[src/wrg_regs.svh]
`ifndef WRG_REGS_SVH
`define WRG_REGS_SVH

// register offsets on the plain register port
`define WRG_ADDR_CTRL        2'h0
`define WRG_ADDR_FLAGS       2'h1
`define WRG_ADDR_GUARD       2'h2
`define WRG_ADDR_STATUS      2'h3

// watchdog control fields
`define WRG_EN_MSB           7
`define WRG_EN_LSB           3
`define WRG_SEL_MSB          2
`define WRG_SEL_LSB          0
`define WRG_EN_DISABLE       5'h15
`define WRG_EN_ENABLE        5'h0a
`define WRG_CTRL_RESET       8'h53

// reset guard codes
`define WRG_GUARD_OK_A       8'h55
`define WRG_GUARD_OK_B       8'haa
`define WRG_GUARD_RESET      8'h55

// reset cause flag bits
`define WRG_FLAG_WDREG       0
`define WRG_FLAG_VSEL        1
`define WRG_FLAG_LOWV        2
`define WRG_FLAG_GUARD       3
`define WRG_FLAGS_RESET      4'h0

// status bits
`define WRG_STAT_OVF         0
`define WRG_STAT_PDN         1

// delayed reset timing
`define WRG_CLK_PERIOD_NS    40
`define WRG_GUARD_DELAY_NS   1000
`define WRG_GUARD_DELAY_CYC  ((`WRG_GUARD_DELAY_NS + `WRG_CLK_PERIOD_NS - 1) / `WRG_CLK_PERIOD_NS)

// watchdog counter width for the longest period
`define WRG_CNT_W            18

`endif

[src/wrg_pkg.sv]
package wrg_pkg;

    typedef logic [7:0] wrg_byte_t;
    typedef logic [3:0] wrg_flags_t;

    // delayed reset sequencer
    typedef enum logic [0:0] {
        WRG_IDLE,
        WRG_DELAY
    } wrg_state_t;

endpackage : wrg_pkg

[src/wrg_cnt_if.sv]
`timescale 1ns/1ns
interface wrg_cnt_if;
    logic       clear;
    logic       run;
    logic [2:0] period_sel;
    logic       overflow;

    modport ctrl (output clear, output run, output period_sel, input overflow);
    modport cnt  (input clear, input run, input period_sel, output overflow);
endinterface : wrg_cnt_if

[src/wrg_osc_counter.sv]
`timescale 1ns/1ns
`include "wrg_regs.svh"
module wrg_osc_counter import wrg_pkg::*; #(
    parameter int CNT_W = `WRG_CNT_W
) (
    input  wire logic clk,
    input  wire logic reset,
    input  wire logic slow_internal_osc,
    wrg_cnt_if.cnt    cnt_if
);

    logic             osc_meta_r;
    logic             osc_sync_r;
    logic             osc_prev_r;
    logic [CNT_W-1:0] count_r;
    logic [CNT_W-1:0] count_nxt;
    logic [CNT_W-1:0] limit;
    wire              tick;
    wire              at_top;

    // overflow mask from the period select code
    function automatic logic [CNT_W-1:0] wrg_limit(input logic [2:0] sel);
        logic [4:0] bits;
        bits = 5'd8;
        case (sel)
            3'h0:    bits = 5'd8;
            3'h1:    bits = 5'd10;
            3'h2:    bits = 5'd12;
            3'h3:    bits = 5'd14;
            default: bits = 5'(sel) + 5'd11;
        endcase
        return {CNT_W{1'b1}} >> (CNT_W - int'(bits));
    endfunction : wrg_limit

    // two-stage sync of the slow oscillator, then edge detect
    always_ff @(posedge clk) begin
        if (reset) begin
            osc_meta_r <= 1'b0;
            osc_sync_r <= 1'b0;
            osc_prev_r <= 1'b0;
        end else begin
            osc_meta_r <= slow_internal_osc;
            osc_sync_r <= osc_meta_r;
            osc_prev_r <= osc_sync_r;
        end
    end

    // one count per slow oscillator rising edge
    assign tick            = osc_sync_r & ~osc_prev_r;
    assign limit           = wrg_limit(cnt_if.period_sel);
    assign at_top          = (count_r == limit);
    assign cnt_if.overflow = tick & cnt_if.run & at_top;

    always_comb begin
        count_nxt = count_r;
        if (cnt_if.clear || cnt_if.overflow) begin
            count_nxt = '0;
        end else if (tick && cnt_if.run) begin
            count_nxt = count_r + 1'b1;
        end
    end

    always_ff @(posedge clk) begin
        if (reset) begin
            count_r <= '0;
        end else begin
            count_r <= count_nxt;
        end
    end
endmodule : wrg_osc_counter

[src/wrg_top.sv]
// The plain strobed port and the placing of the registers were chosen for this implementation.
`timescale 1ns/1ns
`include "wrg_regs.svh"
// What this block does
// - watchdog counter advances on the slow internal oscillator, not the system clock
// - period select 000..111 picks overflow at 2^8,10,12,14,15,16,17,18 ticks
// - enable code 10101 disables the watchdog, 01010 enables it
// - any other enable code resets the device after a fixed delay
// - that enable-code reset sets sticky flag bit 0
// - after power-on the control register reads 0x53
// - overflow in normal running gives full device reset and sets timeout flag
// - overflow in low-power mode sets timeout flag, resets only program counter and stack
// - counter clears on illegal enable code, clear instruction or halt
// - only the clear and halt instructions and an illegal enable code clear the counter from software
// - flag bit 0 is set by hardware only; software clears it writing 0
// - guard values 0x55 and 0xaa do nothing; others reset after the delay
// - after power-on the guard register holds 0x55
// - guard reset sets sticky flag bit 3, cleared by writing 0 or by power-on
// - flag bits 7..4 read zero; power-on clears flag bits 3..0
// - power-on zeroes program counter and sets all ports as inputs
// - entering low-power mode leaves the counter as is; halt clears it; it runs only if enabled
// - timeout flag sets on overflow, clears on power-up, clear or halt instruction
module wrg_top import wrg_pkg::*; #(
    parameter int DLY_CYC = `WRG_GUARD_DELAY_CYC
) (
    input  wire logic       clk,
    input  wire logic       reset,
    input  wire logic [1:0] reg_addr,
    input  wire logic [7:0] reg_wdata,
    input  wire logic       reg_wr,
    input  wire logic       reg_rd,
    output logic      [7:0] reg_rdata,
    input  wire logic       clear_instr,
    input  wire logic       halt_instr,
    input  wire logic       low_power_mode,
    input  wire logic       slow_internal_osc,
    input  wire logic       low_voltage_reset_event,
    input  wire logic       voltage_select_reg_reset_event,
    output logic            device_reset,
    output logic            pc_sp_reset,
    output logic            power_on_defaults
);

    localparam int DLY_USE = (DLY_CYC < 1) ? 1 : DLY_CYC;
    localparam int CHK_DLY_MAX = DLY_USE + 2;

    wrg_byte_t  ctrl_r;
    wrg_byte_t  guard_r;
    wrg_flags_t flags_r;
    wrg_flags_t flags_nxt;
    logic       ovf_seen_r;
    logic       pdn_r;
    wrg_byte_t  rdata_r;
    logic       dev_rst_r;
    logic       pcsp_rst_r;
    wrg_state_t state_r;
    logic [7:0] dly_cnt_r;
    logic       cause_en_r;
    logic       cause_guard_r;

    wrg_cnt_if cnt_if ();

    // register decode
    wire        wr_ctrl  = reg_wr & (reg_addr == `WRG_ADDR_CTRL);
    wire        wr_flags = reg_wr & (reg_addr == `WRG_ADDR_FLAGS);
    wire        wr_guard = reg_wr & (reg_addr == `WRG_ADDR_GUARD);
    wire  [4:0] en_code  = ctrl_r[`WRG_EN_MSB:`WRG_EN_LSB];

    // legality of the guarded codes
    wire        en_on       = (en_code == `WRG_EN_ENABLE);
    wire        en_off      = (en_code == `WRG_EN_DISABLE);
    wire        illegal_en  = ~en_on & ~en_off;
    wire        illegal_grd = (guard_r != `WRG_GUARD_OK_A)
                            & (guard_r != `WRG_GUARD_OK_B);

    // delayed reset sequencing
    wire        start_dly   = (state_r == WRG_IDLE) & (illegal_en | illegal_grd);
    wire        start_en    = start_dly & illegal_en;
    wire        dly_fire    = (state_r == WRG_DELAY) & (dly_cnt_r == 8'h00);
    wire        fire_en     = dly_fire & (cause_en_r | illegal_en);
    wire        fire_guard  = dly_fire & (cause_guard_r | illegal_grd);

    // watchdog overflow routing
    wire        ovf         = cnt_if.overflow;
    wire        ovf_full    = ovf & ~low_power_mode;
    wire        ovf_sleep   = ovf & low_power_mode;
    wire        full_rst    = dly_fire | ovf_full;

    // counter controls
    assign cnt_if.run        = en_on;
    assign cnt_if.period_sel = ctrl_r[`WRG_SEL_MSB:`WRG_SEL_LSB];
    assign cnt_if.clear      = start_en | clear_instr | halt_instr | dev_rst_r;

    wrg_osc_counter #(
        .CNT_W (`WRG_CNT_W)
    ) u_counter (
        .clk               (clk),
        .reset             (reset),
        .slow_internal_osc (slow_internal_osc),
        .cnt_if            (cnt_if)
    );

    // flags: hardware set wins over software clear
    wire  [3:0] flag_clr = wr_flags ? ~reg_wdata[3:0] : 4'h0;
    wire  [3:0] flag_set = {fire_guard, low_voltage_reset_event,
                            voltage_select_reg_reset_event, fire_en};
    assign flags_nxt = (flags_r & ~flag_clr) | flag_set;

    // read selection
    wire  [7:0] rd_mux = (reg_addr == `WRG_ADDR_CTRL)  ? ctrl_r :
                         (reg_addr == `WRG_ADDR_FLAGS) ? {4'h0, flags_r} :
                         (reg_addr == `WRG_ADDR_GUARD) ? guard_r :
                         {6'h00, pdn_r, ovf_seen_r};

    // control and guard registers, reloaded by any full reset
    always_ff @(posedge clk) begin
        if (reset || full_rst) begin
            ctrl_r  <= `WRG_CTRL_RESET;
            guard_r <= `WRG_GUARD_RESET;
        end else begin
            if (wr_ctrl) begin
                ctrl_r <= reg_wdata;
            end
            if (wr_guard) begin
                guard_r <= reg_wdata;
            end
        end
    end

    // sticky reset cause flags
    always_ff @(posedge clk) begin
        if (reset) begin
            flags_r <= `WRG_FLAGS_RESET;
        end else begin
            flags_r <= flags_nxt;
        end
    end

    // timeout and power-down status
    always_ff @(posedge clk) begin
        if (reset) begin
            ovf_seen_r <= 1'b0;
            pdn_r      <= 1'b0;
        end else begin
            if (ovf) begin
                ovf_seen_r <= 1'b1;
            end else if (clear_instr || halt_instr) begin
                ovf_seen_r <= 1'b0;
            end
            if (halt_instr) begin
                pdn_r <= 1'b1;
            end else if (clear_instr) begin
                pdn_r <= 1'b0;
            end
        end
    end

    // delay sequencer for guarded-code resets
    always_ff @(posedge clk) begin
        if (reset) begin
            state_r       <= WRG_IDLE;
            dly_cnt_r     <= 8'h00;
            cause_en_r    <= 1'b0;
            cause_guard_r <= 1'b0;
        end else begin
            case (state_r)
                WRG_IDLE: begin
                    if (start_dly && !ovf_full) begin
                        state_r       <= WRG_DELAY;
                        dly_cnt_r     <= 8'(DLY_USE - 1);
                        cause_en_r    <= illegal_en;
                        cause_guard_r <= illegal_grd;
                    end
                end
                WRG_DELAY: begin
                    if (full_rst) begin
                        state_r       <= WRG_IDLE;
                        cause_en_r    <= 1'b0;
                        cause_guard_r <= 1'b0;
                    end else begin
                        dly_cnt_r     <= dly_cnt_r - 8'h01;
                        cause_en_r    <= cause_en_r | illegal_en;
                        cause_guard_r <= cause_guard_r | illegal_grd;
                    end
                end
                default: begin
                    state_r <= WRG_IDLE;
                end
            endcase
        end
    end

    // reset pulses and read data
    always_ff @(posedge clk) begin
        if (reset) begin
            dev_rst_r  <= 1'b0;
            pcsp_rst_r <= 1'b0;
            rdata_r    <= 8'h00;
        end else begin
            dev_rst_r  <= full_rst;
            pcsp_rst_r <= ovf_sleep;
            rdata_r    <= reg_rd ? rd_mux : 8'h00;
        end
    end

    assign reg_rdata         = rdata_r;
    assign device_reset      = dev_rst_r;
    assign pc_sp_reset       = pcsp_rst_r;
    assign power_on_defaults = reset;
endmodule : wrg_top

[config.mk]
export PLATFORM = sky130hd
export DESIGN_NAME = wrg_top
export DESIGN_NICKNAME = d
export VERILOG_FILES = /design/src/wrg_pkg.sv /design/src/wrg_cnt_if.sv /design/src/wrg_osc_counter.sv /design/src/wrg_top.sv
export VERILOG_INCLUDE_DIRS = /design/src /design/src/src
export SDC_FILE = /design/constraint.sdc
export NUM_CORES = 1
export LEC_CHECK = 0
export BUFFER_PORTS_ARGS = -buffer_cell sky130_fd_sc_hd__buf_2
export CAP_MARGIN = 25
export CORE_ASPECT_RATIO = 1.25
export CORE_UTILIZATION = 47
export DETAILED_ROUTE_END_ITERATION = 16
export GPL_ROUTABILITY_DRIVEN = 0
export PLACE_DENSITY = 0.71
export SLEW_MARGIN = 40
export SYNTH_ARGS = -nofsm -noshare
export SYNTH_HDL_FRONTEND = slang
export SYNTH_SLANG_ARGS = --single-unit
[constraint.sdc]
create_clock -name clk -period 5.9 [get_ports clk]
set_input_delay 0.59 -clock clk [delete_from_list [all_inputs] [get_ports clk]]
set_output_delay 0.59 -clock clk [all_outputs]
set_load 0.02 [all_outputs]
After elaboration in Yosys (flattened, before gate mapping)
Cells that the tools add are included.
Widths: inputs -> output; s select.
{"block": "word_totals", "register_bits": 64, "latch_bits": 0, "mem_bits_rw": 0, "rom_bits": 0, "inputBits": 20, "out_inout_bits": 11, "word_cells": 100, "memories": 0}
{"block": "op_classes", "n_addsub": 4, "mul": 0, "div": 0, "order_cmp": 0, "eq_ne": 12, "n_shift": 1, "muxes": 21, "n_bitwise": 32, "n_reduce_logical": 14}
{"cell": "$mux 8", "n": 5}
{"cell": "$shr 18x32->18 const A", "n": 1}
{"cell": "$pmux 5 s4", "n": 1}
{"cell": "$add 18x1->18 const B", "n": 1}
{"cell": "$eq 18x18->1", "n": 1}
{"cell": "$pmux 8 s2", "n": 1}
{"cell": "$and 1x1->1", "n": 15}
{"cell": "$mux 1", "n": 10}
{"cell": "$logic_not 8->1", "n": 1}
{"cell": "$ne 8x7->1 const B", "n": 1}
{"cell": "$ne 8x8->1 const B", "n": 1}
{"cell": "$not 4->4", "n": 2}
{"cell": "$sub 8x1->8 const B", "n": 1}
{"cell": "$or 1x1->1", "n": 7}
{"cell": "$eq 3x2->1 const B", "n": 2}
{"cell": "$not 1->1", "n": 6}
{"cell": "$pmux 1 s2", "n": 3}
{"cell": "$sub 5x5->6 const A", "n": 1}
{"cell": "$add 3x4->5 const B", "n": 1}
{"cell": "$eq 5x4->1 const B", "n": 1}
{"cell": "$eq 5x5->1 const B", "n": 1}
{"cell": "$and 4x4->4", "n": 1}
{"cell": "$mux 4", "n": 1}
{"cell": "$or 4x4->4", "n": 1}
{"cell": "other kinds (13)", "n": 18}

Depth between registers and ports, before layout
Gate-level depths: netlist (run 1).
{"block": "logic_depth", "ltp_word": 11, "mapped_depth": 14, "mapped_depth_nobuf": 11}

Modules after synthesis
A second synthesis (run 1) with hierarchy kept.
{"block": "hier_totals", "cells_unflattened": 393, "area_unflattened_um2": 3448.3}
{"mod": "wrg_top", "instances": 1, "cells_per_inst": 226, "area_each_um2": 1998.2, "seq_area_each_um2": 860.8}
{"mod": "wrg_osc_counter", "instances": 1, "cells_per_inst": 167, "area_each_um2": 1450.1, "seq_area_each_um2": 420.4}

Worst setup path after synthesis (run 1)
Ideal clock, no wire load.
{"block": "synth_path", "path_kind": "register to register", "from": "register ctrl_r[0]", "to": "register u_counter.count_r[10]", "setup_ns": 0.117, "t_arrival_ns": 2.845, "required_time_ns": 5.783, "setup_slack_ns": 2.938, "path_stages_with_launch": 15, "path_buffers": 3, "synth_period_minus_slack_ns": 2.962, "path_cell_list": "dfxtp_1 > buf_2 > inv_1 > ha_1 > inv_1 > ha_1 > buf_6 > o21bai_1 > a211o_1 > or4bb_1 > nand4_1 > nand4_1 > nand2_1 > buf_2 > nor2_1"}
{"block": "synth_between", "elab_chain_cells": 8, "elab_cells_between_ends": 12, "cone_classes": "add/sub: 2; eq/ne: 4; shift: 1; mux: 1; bitwise: 1; reduce/logical: 3"}
{"element": "start: declaration", "line_no": "wrg_top.sv:47", "text": "wrg_byte_t ctrl_r;"}
{"element": "start signal: assignment", "line_no": "wrg_top.sv:118", "text": "ctrl_r <= `WRG_CTRL_RESET;"}
{"element": "start signal: assignment", "line_no": "wrg_top.sv:122", "text": "ctrl_r <= reg_wdata;"}
{"element": "$add 3x4->5, or another cell as far along", "line_no": "wrg_osc_counter.sv:30", "text": "default: bits = 5'(sel) + 5'd11;"}
{"element": "$pmux 5 s4 (*)", "line_no": "wrg_osc_counter.sv:25", "text": "case (sel)"}
{"element": "$sub 5x5->6 (*)", "line_no": "wrg_osc_counter.sv:32", "text": "return {CNT_W{1'b1}} >> (CNT_W - int'(bits));"}
{"element": "$shr 18x32->18 (*)", "line_no": "wrg_osc_counter.sv:32"}
{"element": "$eq 18x18->1 (*)", "line_no": "wrg_osc_counter.sv:51", "text": "assign at_top = (count_r == limit);"}
{"element": "$and 1x1->1 (*)", "line_no": "wrg_osc_counter.sv:52", "text": "assign cnt_if.overflow = tick & cnt_if.run & at_top;"}
{"element": "$logic_or 1x1->1 (*)", "line_no": "wrg_osc_counter.sv:56", "text": "if (cnt_if.clear || cnt_if.overflow) begin"}
{"element": "$reduce_or 2->1 (no line) (*)"}
{"element": "end signal: assignment", "line_no": "wrg_osc_counter.sv:67", "text": "count_r <= count_nxt;"}
{"element": "end: declaration", "line_no": "wrg_osc_counter.sv:15", "text": "logic [CNT_W-1:0] count_r;"}
Every way passes the cells marked *; elsewhere a longest branch is shown, timed or not.
A chain may end at the register's enable or synchronous reset.

Worst setup path in the final report (run 1)
{"block": "layout_path", "from": "register ctrl_r[1]", "to": "register cause_guard_r"}
{"block": "layout_between", "elab_chain_cells": 10, "elab_cells_between_ends": 17, "cone_classes": "add/sub: 2; eq/ne: 5; shift: 1; mux: 3; bitwise: 3; reduce/logical: 3"}
{"element": "$add 3x4->5, or another cell as far along", "line_no": "wrg_osc_counter.sv:30"}
{"element": "$pmux 5 s4 (*)", "line_no": "wrg_osc_counter.sv:25"}
{"element": "$sub 5x5->6 (*)", "line_no": "wrg_osc_counter.sv:32"}
{"element": "$shr 18x32->18 (*)", "line_no": "wrg_osc_counter.sv:32"}
{"element": "$eq 18x18->1 (*)", "line_no": "wrg_osc_counter.sv:51"}
{"element": "$and 1x1->1 (*)", "line_no": "wrg_osc_counter.sv:52"}
{"element": "$and 1x1->1 (*)", "line_no": "wrg_top.sv:85", "text": "wire ovf_full = ovf & ~low_power_mode;"}
{"element": "$or 1x1->1 / $logic_not 1->1 (equally long branches)", "line_no": "wrg_top.sv:87, wrg_top.sv:168"}
{"element": "$mux 1 / $logic_and 1x1->1 (equally long branches)", "line_no": "wrg_top.sv:176, wrg_top.sv:168"}
{"element": "$pmux 1 s2 / $ne 2x1->1 (equally long branches)"}
{"element": "end signal: assignment", "line_no": "wrg_top.sv:172", "text": "cause_guard_r <= illegal_grd;"}
{"element": "end signal: assignment", "line_no": "wrg_top.sv:183", "text": "cause_guard_r <= cause_guard_r | illegal_grd;"}
{"element": "end: declaration", "line_no": "wrg_top.sv:59", "text": "logic cause_guard_r;"}
Marked as above.

==> results.yml, run 1 <==
pwr:
  peakVddDrop_uv: 173.0
  power.density_nw_per_um2: 343.9
  leakagePower_uw: 0.001434
place:
  dpl.hpwl_mm: 5.182
  post_dp_cell_area_um2: 3478
  portBuffers: 30
yosys:
  synth-seq-cells: 64
  synth-async-reset-ratio: 0
  synth.distinct_cells: 57
  synthesis.nets: 411
  synth_ff_type: "dfxtp_1"
  ys_warn_count: 0
  ys_seq_area_frac: 0.3864
  synth_edf_count: 0
  synth_area_um2: 3316
  netlist_instances: 387
  avgSynthCellArea_um2: 8.568
routing:
  post_drt_wl_per_cell_um: 14.53
  via_count: 2877
  first_iter_violations: 214
  ant_nets: 0
  viasPerCell: 5.731
  drc: 0
  drt_wl_total_mm: 7.293
  first_pass_iters: 4
sta:
  fin_crit_sh: 0.6106
  tightest_slew_ns: 0.7455
  fin_tns_setup_ns: 0
  max_freq_ghz: 0.2776
  min_period_ns: 3.603
  finalMaxSlewViolations: 0
  clock-skew-final_ns: 0.01359
  final_hold_viol_count: 0
  slew_headroom: 0.5020
  rsz0062_at_grt: "false"
  setup_viol: 0
clocking:
  cts_tree: "yes"
  insertion_delay_ns: 0.36
  clock-sinks: 64
  clockRootBuffer: "clkbuf_8"
  cts_setup_buffers: 0
  cts_buffer_depth: 2
  clkSlewWorstSetupHoldPaths_ns: 0.08
  cts_hold_buf: 0
  h-tree-depth: 3
  postCtsResizedCells: 0
  cts_made_buffers: 9
setup_path:
  rr_startpoint: "ctrl_r[1]"
  cp_slowest_cell: "dfxtp_1"
  r2r_slack_ns: 2.30
  worstPathMaxFanout: 16
  crit_type: "register to register"
  r2r_cells: 11
  max_stage_delay_ns: 0.61
  critPathTopFamily: "simple AND/OR/NAND/NOR gates"
  end_kind: "register"
  worst_setup_path_start_kind: "register"
  path_buf_inv: 2
  rr_endpoint: "cause_guard_r"
  crit_chain: "inv_1 -> ha_1 -> inv_1 -> ha_1 -> or2b_1 -> o221ai_2 -> or4bb_1 -> nand4_1 -> nand4_1 -> a21oi_1 -> nor3_1"
  arrival_ns: 3.82
  cp_data_required_time_ns: 6.12
flow_run:
  cap_violations: 0
die:
  fp.dieH_um: 95.91
  coreArea_um2: 6689
  die_w_um: 77.13
  die_area_um2: 7397
  rows: 33
  start_util: 0.4957
  io_pins: 31
cells_and_area:
  multiInputGateArea_um2: 1891
  diodes: 0
  drive_gt1_frac: 0.1542
  final_cell_mix: "dfxtp_1, nor2_1, nand2_1"
  final_area_um2: 3712
  fillers: 632
  area_growth_pct: 11.96
  register_area_um2: 1281
  final_common_cell: "dfxtp_1"
  nets: 434
global_route:
  grt_pass1_wl_mm: 12.30
  antenna_found_initial: 0
  grt_pass1_vias: 2748
  grt.total_usage: 0.2097
  grt_max_degree: 26
  overflow: 0
outcome:
  outcome: "completed"
hold_path:
  hp-class: "register to register"
  min_path_cells: 1
  hp-start: "u_counter.osc_meta_r"
  min_to: "u_counter.osc_sync_r"
## stage by stage
step	hold slack (ns)	instances	power, µW	setup slack [ns]	utilization
2_1_floorplan	0.4138	387	777.0	2.938	-
3_3_place_gp	0.4265	486	834.6	2.512	0.5200
3_5_place_dp	0.4288	486	842.5	2.342	0.5200
4_1_cts	0.4479	502	1275	2.331	0.5542
5_1_grt	0.4671	502	1351	1.987	0.5550
6_report	0.4471	502	1277	2.297	0.5550
## worst max-delay path by stage
stage / from / end / slack [ns] / cells past startpoint
floorplan: ctrl_r[0] / u_counter.count_r[10] / 2.94 / 14
global placement: ctrl_r[1] / cause_guard_r / 2.51 / 11
detailed placement: ctrl_r[1] / u_counter.count_r[17] / 2.34 / 11
CTS: ctrl_r[1] / cause_guard_r / 2.33 / 11
global route: ctrl_r[1] / dly_cnt_r[7] / 1.99 / 11
finish: ctrl_r[1] / cause_guard_r / 2.30 / 11
## cell usage after synthesis (all sizes together) (3+ instances only)
cell type | n | share of area
or4bb | 3 | 0.010
and3 | 5 | 0.0094
buf | 9 | 0.020
o31ai | 6 | 0.014
o211ai | 4 | 0.0091
and4 | 4 | 0.011
nor3b | 4 | 0.0091
mux2i | 13 | 0.039
nor2 | 44 | 0.050
nor2b | 8 | 0.015
or4 | 4 | 0.0091
a21oi | 29 | 0.044
inv | 12 | 0.014
or2 | 3 | 0.0057
nand2b | 4 | 0.0075
nand4 | 12 | 0.023
xnor2 | 4 | 0.011
dfxtp | 64 | 0.39
clkbuf | 10 | 0.011
o21ai | 11 | 0.017
or3b | 3 | 0.0087
nor3 | 12 | 0.020
xor2 | 15 | 0.040
and4b | 4 | 0.012
o21bai | 4 | 0.012
nand3 | 22 | 0.033
ha | 4 | 0.015
nand2 | 32 | 0.036
or3 | 6 | 0.011
nor4 | 5 | 0.013
nand3b | 4 | 0.0091
## layout make-up
| cell class | count | share of cell area |
|---|---|---|
| inverters | 12 | 0.01213 |
| repair buffers | 31 | 0.04247 |
| clock buffers | 9 | 0.03337 |
| clock inverters | 7 | 0.02831 |
| multi-input cells | 292 | 0.5093 |
| flip-flops and latches | 64 | 0.3451 |
| well taps | 87 | 0.02932 |
## registers in the layout, indices dropped and copies added (netlist names), 4 cells and up
signal,count
guard_r,8
reg_rdata,8
u_counter.count_r,18
ctrl_r,8
flags_r,4
dly_cnt_r,8
## power breakdown
group	leakage, µW	internal, µW	switching, µW
sequential	0.000522	483	45.3
combinational	0.000801	126	185
clock	0.000112	243	195
total	0.00143	851	425
## cells by family (layout without fill, tap and decap cells)
logic type / Yosys count / after routing / synth area share
buf+inv: 31 / 59 / 0.04490
simple gates: 187 / 187 / 0.3143
flops: 64 / 64 / 0.3864
compound gates: 67 / 67 / 0.1362
mux: 15 / 15 / 0.05283
xor+xnor: 19 / 19 / 0.05019
fa+ha+maj: 4 / 4 / 0.01509
## worst reg2reg max path: cells and delay by family (launching register included)
kind                     cells  cell delay, ns
AO/OA/AOI/OAI                2            0.64
flip-flops                   1            0.61
adder cells (fa/ha/maj)      2            0.66
buffers and inverters        2            0.21
AND/OR/NAND/NOR              5            1.37
## layer usage
metal,track usage,up-vias,routed length [µm]
li1,-,1433,-
met1,0.2500,1349,3386
met2,0.3562,73,3415
met3,0.04455,22,293
met4,0.1085,0,198
met5,0,-,0
Power figures use the tool's default switching activity.
==> run 2, diff against run 1 <==
==> constraint.sdc (replaced) <==
create_clock -name clk -period 3.6 [get_ports clk]
set_input_delay 0.36 -clock clk [delete_from_list [all_inputs] [get_ports clk]]
set_output_delay 0.36 -clock clk [all_outputs]
set_load 0.02 [all_outputs]
==> run 2 against run 1 <==
  * Maximum frequency grew 13%
  * Clock-buffer cell count unchanged
  * Utilization is 0.71 points higher
  * Sequential share of layout area down 0.44 points
  * Via count increased by 0.49%
  * Die area did not move
  * Global-route usage is 0.26 points higher
  * Largest power group unchanged
  * Critical path depth grew 1
  * Cell area increased by 1.3%
  * Total power is 65% higher
  * Clock power grew 63%
==> results.yml, run 2 (same netlist as run 1, synthesis figures left out) <==
outcome:
  outcome: "completed"
die:
  die_area_um2: 7397
  rows: 33
  die_w_um: 77.13
  coreArea_um2: 6689
  start_util: 0.4957
  fp.dieH_um: 95.91
  io_pins: 31
cells_and_area:
  diodes: 0
  register_area_um2: 1281
  top_register: "u_counter.count_r"
  final_util: 0.5621
  drive_gt1_frac: 0.1686
  area_growth_pct: 13.40
  fillers: 627
  multiInputGateArea_um2: 1893
  final_cell_mix: "dfxtp_1, nor2_1, nand2_1"
  final_common_cell: "dfxtp_1"
  largest_reg_flops: 18
  nets: 440
place:
  dp_slack_ns: 0.4676
  portBuffers: 30
  dpl.hpwl_mm: 5.363
routing:
  ant_nets: 0
  via_count: 2891
  first_iter_violations: 161
  drt_wl_total_mm: 7.438
  first_pass_iters: 4
  drc: 0
  viasPerCell: 5.691
  post_drt_wl_per_cell_um: 14.64
global_route:
  overflow: 0
  grt_max_degree: 26
  grt.total_usage: 0.2123
  grt_pass1_vias: 2805
  antenna_found_initial: 0
  grt_pass1_wl_mm: 12.39
sta:
  max_freq_ghz: 0.3126
  whs_ns: 0.2263
  min_period_ns: 3.199
  final_hold_viol_count: 0
  tightest_slew_ns: 0.5552
  slew_headroom: 0.6278
  fin_ws_ns: 0.4012
  fin_tns_setup_ns: 0
  setup_viol: 0
  finalMaxSlewViolations: 0
  fin_crit_sh: 0.8886
  clock-skew-final_ns: 0.01446
  rsz0062_at_grt: "false"
setup_path:
  r2r_cells: 12
  cp_data_required_time_ns: 3.82
  arrival_ns: 3.42
  end_kind: "register"
  worstPathMaxFanout: 9
  worst_setup_path_start_kind: "register"
  crit_type: "register to register"
clocking:
  cts_buffer_depth: 2
  postCtsResizedCells: 0
  clockRootBuffer: "clkbuf_8"
  cts_hold_buf: 0
  cts_tree: "yes"
  insertion_delay_ns: 0.35
  cts_setup_buffers: 0
  clkSlewWorstSetupHoldPaths_ns: 0.08
  clock-sinks: 64
  cts_made_buffers: 9
  h-tree-depth: 3
hold_path:
  hp-class: "input pin to register"
  min_path_cells: 2
pwr:
  power.total_uw: 2101
  leakagePower_uw: 0.001464
  peakVddDrop_uv: 378.6
  power.density_nw_per_um2: 558.8
flow_run:
  cap_violations: 0
==> run 2: through the flow <==
stage,instances,area (µm²)
floorplan,387,3316
detailed placement,492,3523
finish,508,3760
CTS,508,3752
global placement,492,3523
global route,508,3760
==> run 2: power by group <==
group,internal [µW],total (µW),switching [µW]
Combinational,217,535,318
Clock,398,712,314
Sequential,791,854,63.0
==> run 2: critical path, stage by stage (launching register included) <==
cell	delay, ns
dfxtp_1	0.32
inv_1	0.09
ha_1	0.15
inv_1	0.04
ha_1	0.27
buf_4	0.20
or2_2	0.31
o221ai_2	0.27
or4bb_1	0.42
nand4_1	0.19
nand4_1	0.37
a21oi_1	0.36
nor3_1	0.08
==> run 2: worst paths after layout <==
check                                           from                   end  slack, ns
worst max-delay path                       ctrl_r[0]         cause_guard_r       0.40
worst min-delay path               slow_internal_osc  u_counter.osc_meta_r       0.23
worst max register to register             ctrl_r[0]         cause_guard_r       0.40
worst min register to register  u_counter.osc_meta_r  u_counter.osc_sync_r       0.44
==> run 2: layer usage <==
metal	global-route usage	up-vias	part of all wire
met2	0.3614	65	0.48
met4	0.09277	0	0.016
li1	-	1460	-
met3	0.06351	10	0.047
met5	0	-	0
met1	0.2477	1356	0.46
==> run 2: layout make-up <==
class	count	share of cell area
clock buffers	9	0.03295
clock inverters	7	0.02795
inverters	12	0.01198
multi-input cells	292	0.5035
flip-flops and latches	64	0.3408
well taps	87	0.02895
repair buffers	37	0.05391
==> run 3, diff against run 2 <==
--- a/config.mk
+++ b/config.mk
@@ -12,8 +12,9 @@
 export CORE_UTILIZATION = 47
 export DETAILED_ROUTE_END_ITERATION = 16
 export GPL_ROUTABILITY_DRIVEN = 0
-export PLACE_DENSITY = 0.71
+export PLACE_DENSITY = 0.7
 export SLEW_MARGIN = 40
 export SYNTH_ARGS = -nofsm -noshare
 export SYNTH_HDL_FRONTEND = slang
+export SYNTH_HIERARCHICAL = 1
 export SYNTH_SLANG_ARGS = --single-unit
==> run 3 against run 2 <==
  * Cell area is 2.3% higher
  * Critical path depth is 1 higher
  * Die area is 3.9% higher
  * First-iteration DRC count is 15% higher
  * Synthesized cell count is 1.6% higher
  * Clock power is 11% lower
  * Via count is 0.28% higher
  * Total power is 2.4% lower
  * Synthesized area is 4.0% higher
  * Routed wire length is 1.0% higher
  * Sequential power is 2% higher
  * Clock-buffer cell count stayed put
  * Largest cell class unchanged
  * Largest power group unchanged
==> results.yml, run 3 <==
cells_and_area:
  diodes: 0
  largest_reg_flops: 18
  area_growth_pct: 11.50
  final_common_cell: "dfxtp_1"
  top_register: "u_counter/count_r"
  fillers: 683
  stdcell_count: 515
  drive_gt1_frac: 0.2165
  nets: 445
  final_cell_mix: "dfxtp_1, nand2_1, nor2_1"
  final_util: 0.5478
yosys:
  synth-async-reset-ratio: 0
  ys_top_cells_by_area: "dfxtp_1, mux2i_1, nand2_1, nor2_1, nand3_1"
  synthSimpleGateAreaFrac: 0.3208
  synth_area_um2: 3448
  synth_compound_area_frac: 0.1241
  ys_warn_count: 6
  synth.distinct_cells: 66
  synth_edf_count: 0
  synth.most_common_cell: "dfxtp_1"
  ys_seq_area_frac: 0.3716
  synth_ff_type: "dfxtp_1"
  muxShareOfSynthArea: 0.06930
  synth_common_cells: "dfxtp_1, nand2_1, nor2_1, nand3_1, mux2i_1"
  post-synth-top-area-cell: "dfxtp_1"
  synthesis.nets: 418
  synth_xor_area_frac: 0.04572
  synth-seq-cells: 64
  avgSynthCellArea_um2: 8.774
  netlist_instances: 393
  synth_top_family_by_area: "simple AND/OR/NAND/NOR gates"
  synth_top_area_frac: 0.3716
  synthAdderAreaFrac: 0.01814
clocking:
  cts_made_buffers: 9
  clockRootBuffer: "clkbuf_8"
  postCtsResizedCells: 0
  insertion_delay_ns: 0.35
  cts_buffer_depth: 2
  h-tree-depth: 3
  cts_tree: "yes"
  clkSlewWorstSetupHoldPaths_ns: 0.07
  clock-sinks: 64
  cts_hold_buf: 0
  cts_setup_buffers: 0
hold_path:
  hp-class: "input pin to register"
  min_path_cells: 2
  hp-start: "slow_internal_osc"
  min_to: "u_counter/osc_meta_r"
global_route:
  grt_pass1_vias: 2822
  antenna_found_initial: 0
  overflow: 0
  grt_max_degree: 27
  grt.total_usage: 0.2143
  grt_pass1_wl_mm: 13.03
setup_path:
  r2r_slack_ns: 0.36
  path_buf_inv: 3
  worst_setup_path_start_kind: "register"
  end_kind: "register"
  crit_type: "register to register"
  arrival_ns: 3.52
  crit_chain: "inv_1 -> ha_1 -> inv_1 -> ha_1 -> or3b_1 -> a21oi_1 -> nor4_2 -> o32ai_2 -> nor4b_4 -> nor2b_1 -> buf_4 -> or3_1 -> nor2_2"
  rr_endpoint: "ctrl_r[7]"
  startpoint: "ctrl_r[1]"
  worstPathMaxFanout: 13
  max_stage_delay_ns: 0.54
  cp_slowest_cell: "or3_1"
  r2r_cells: 13
  critPathTopFamily: "simple AND/OR/NAND/NOR gates"
  cp_data_required_time_ns: 3.88
  rr_startpoint: "ctrl_r[1]"
sta:
  clock-skew-final_ns: 0.01041
  min_period_ns: 3.241
  slew_headroom: 0.4617
  fin_tns_setup_ns: 0
  max_freq_ghz: 0.3086
  final_hold_viol_count: 0
  setup_viol: 0
  fin_crit_sh: 0.9002
  fin_ws_ns: 0.3594
  rsz0062_at_grt: "false"
  tightest_slew_ns: 0.8057
  finalMaxSlewViolations: 0
routing:
  drc: 0
  ant_nets: 0
  viasPerCell: 5.629
  post_drt_wl_per_cell_um: 14.59
  drt_wl_total_mm: 7.516
  via_count: 2899
  first_pass_iters: 4
  first_iter_violations: 185
die:
  fp.dieH_um: 97.77
  rows: 34
  die_area_um2: 7685
  die_w_um: 78.61
  coreArea_um2: 7019
  io_pins: 31
  start_util: 0.4913
pwr:
  power.density_nw_per_um2: 533.1
  peakVddDrop_uv: 323.3
  leakagePower_uw: 0.001484
place:
  portBuffers: 30
  dpl.hpwl_mm: 5.318
  dp_cells: 499
  dp_slack_ns: 0.3842
flow_run:
  cap_violations: 0
outcome:
  outcome: "completed"
run 3: cell count changes after synthesis, moves of 5 or more:
cell	previous run	this run
nor3_1	11	17
xor2_1	15	7
xnor2_1	4	11
nand4_1	12	3
mux2i_1	13	18
a21oi_2	0	5
nor2_1	44	33
nor3_2	1	10
nor2_2	0	5
a21oi_1	29	17
run 3: how the worst max path moves through the flow:
stage,end,slack [ns],cells after the start
6_report,ctrl_r[7],0.36,13
5_1_grt,dly_cnt_r[7],0.14,14
4_1_cts,guard_r[5],0.34,13
3_5_place_dp,guard_r[5],0.38,13
3_3_place_gp,guard_r[0],0.48,13
2_1_floorplan,dly_cnt_r[4],0.25,16
run 3: where the power goes:
part           switching [µW]  internal, µW
clock network             307           325
logic                     325           225
registers                84.5           784
total                     716          1330
run 3: metal layers:
metal,vias to the layer above,GRT usage,wire (µm)
met2,59,0.3398,3622
met4,0,0.09117,121
met3,9,0.04206,324
li1,1459,-,-
met1,1372,0.2818,3448
met5,-,0,0
run 3: through the flow:
stage	power (µW)	instance area, µm²	hold WS, ns
after global placement	1416	3642	0.4253
after CTS	2065	3845	0.2335
after global routing	2182	3845	0.2416
final	2050	3845	0.2387
after detailed placement	1429	3642	0.4384
after floorplan	1305	3448	0.4138
run 3: cells by family after synthesis:
logic type / count (synthesis)
buffers and inverters: 35
DFF: 64
muxes: 21
adders and majority gates: 5
AOI/OAI and AO/OA: 62
and+or+nand+nor: 188
xor gates and xnor gates: 18
run 3: layout make-up:
class	count	area (µm²)	share of cell area
multi-input cells	294	1993	0.5184
flip-flops and latches	64	1281	0.3332
repair buffers	37	202.7	0.05272
clock buffers	9	123.9	0.03222
well taps	90	112.6	0.02929
clock inverters	7	78.83	0.02050
inverters	14	52.55	0.01367
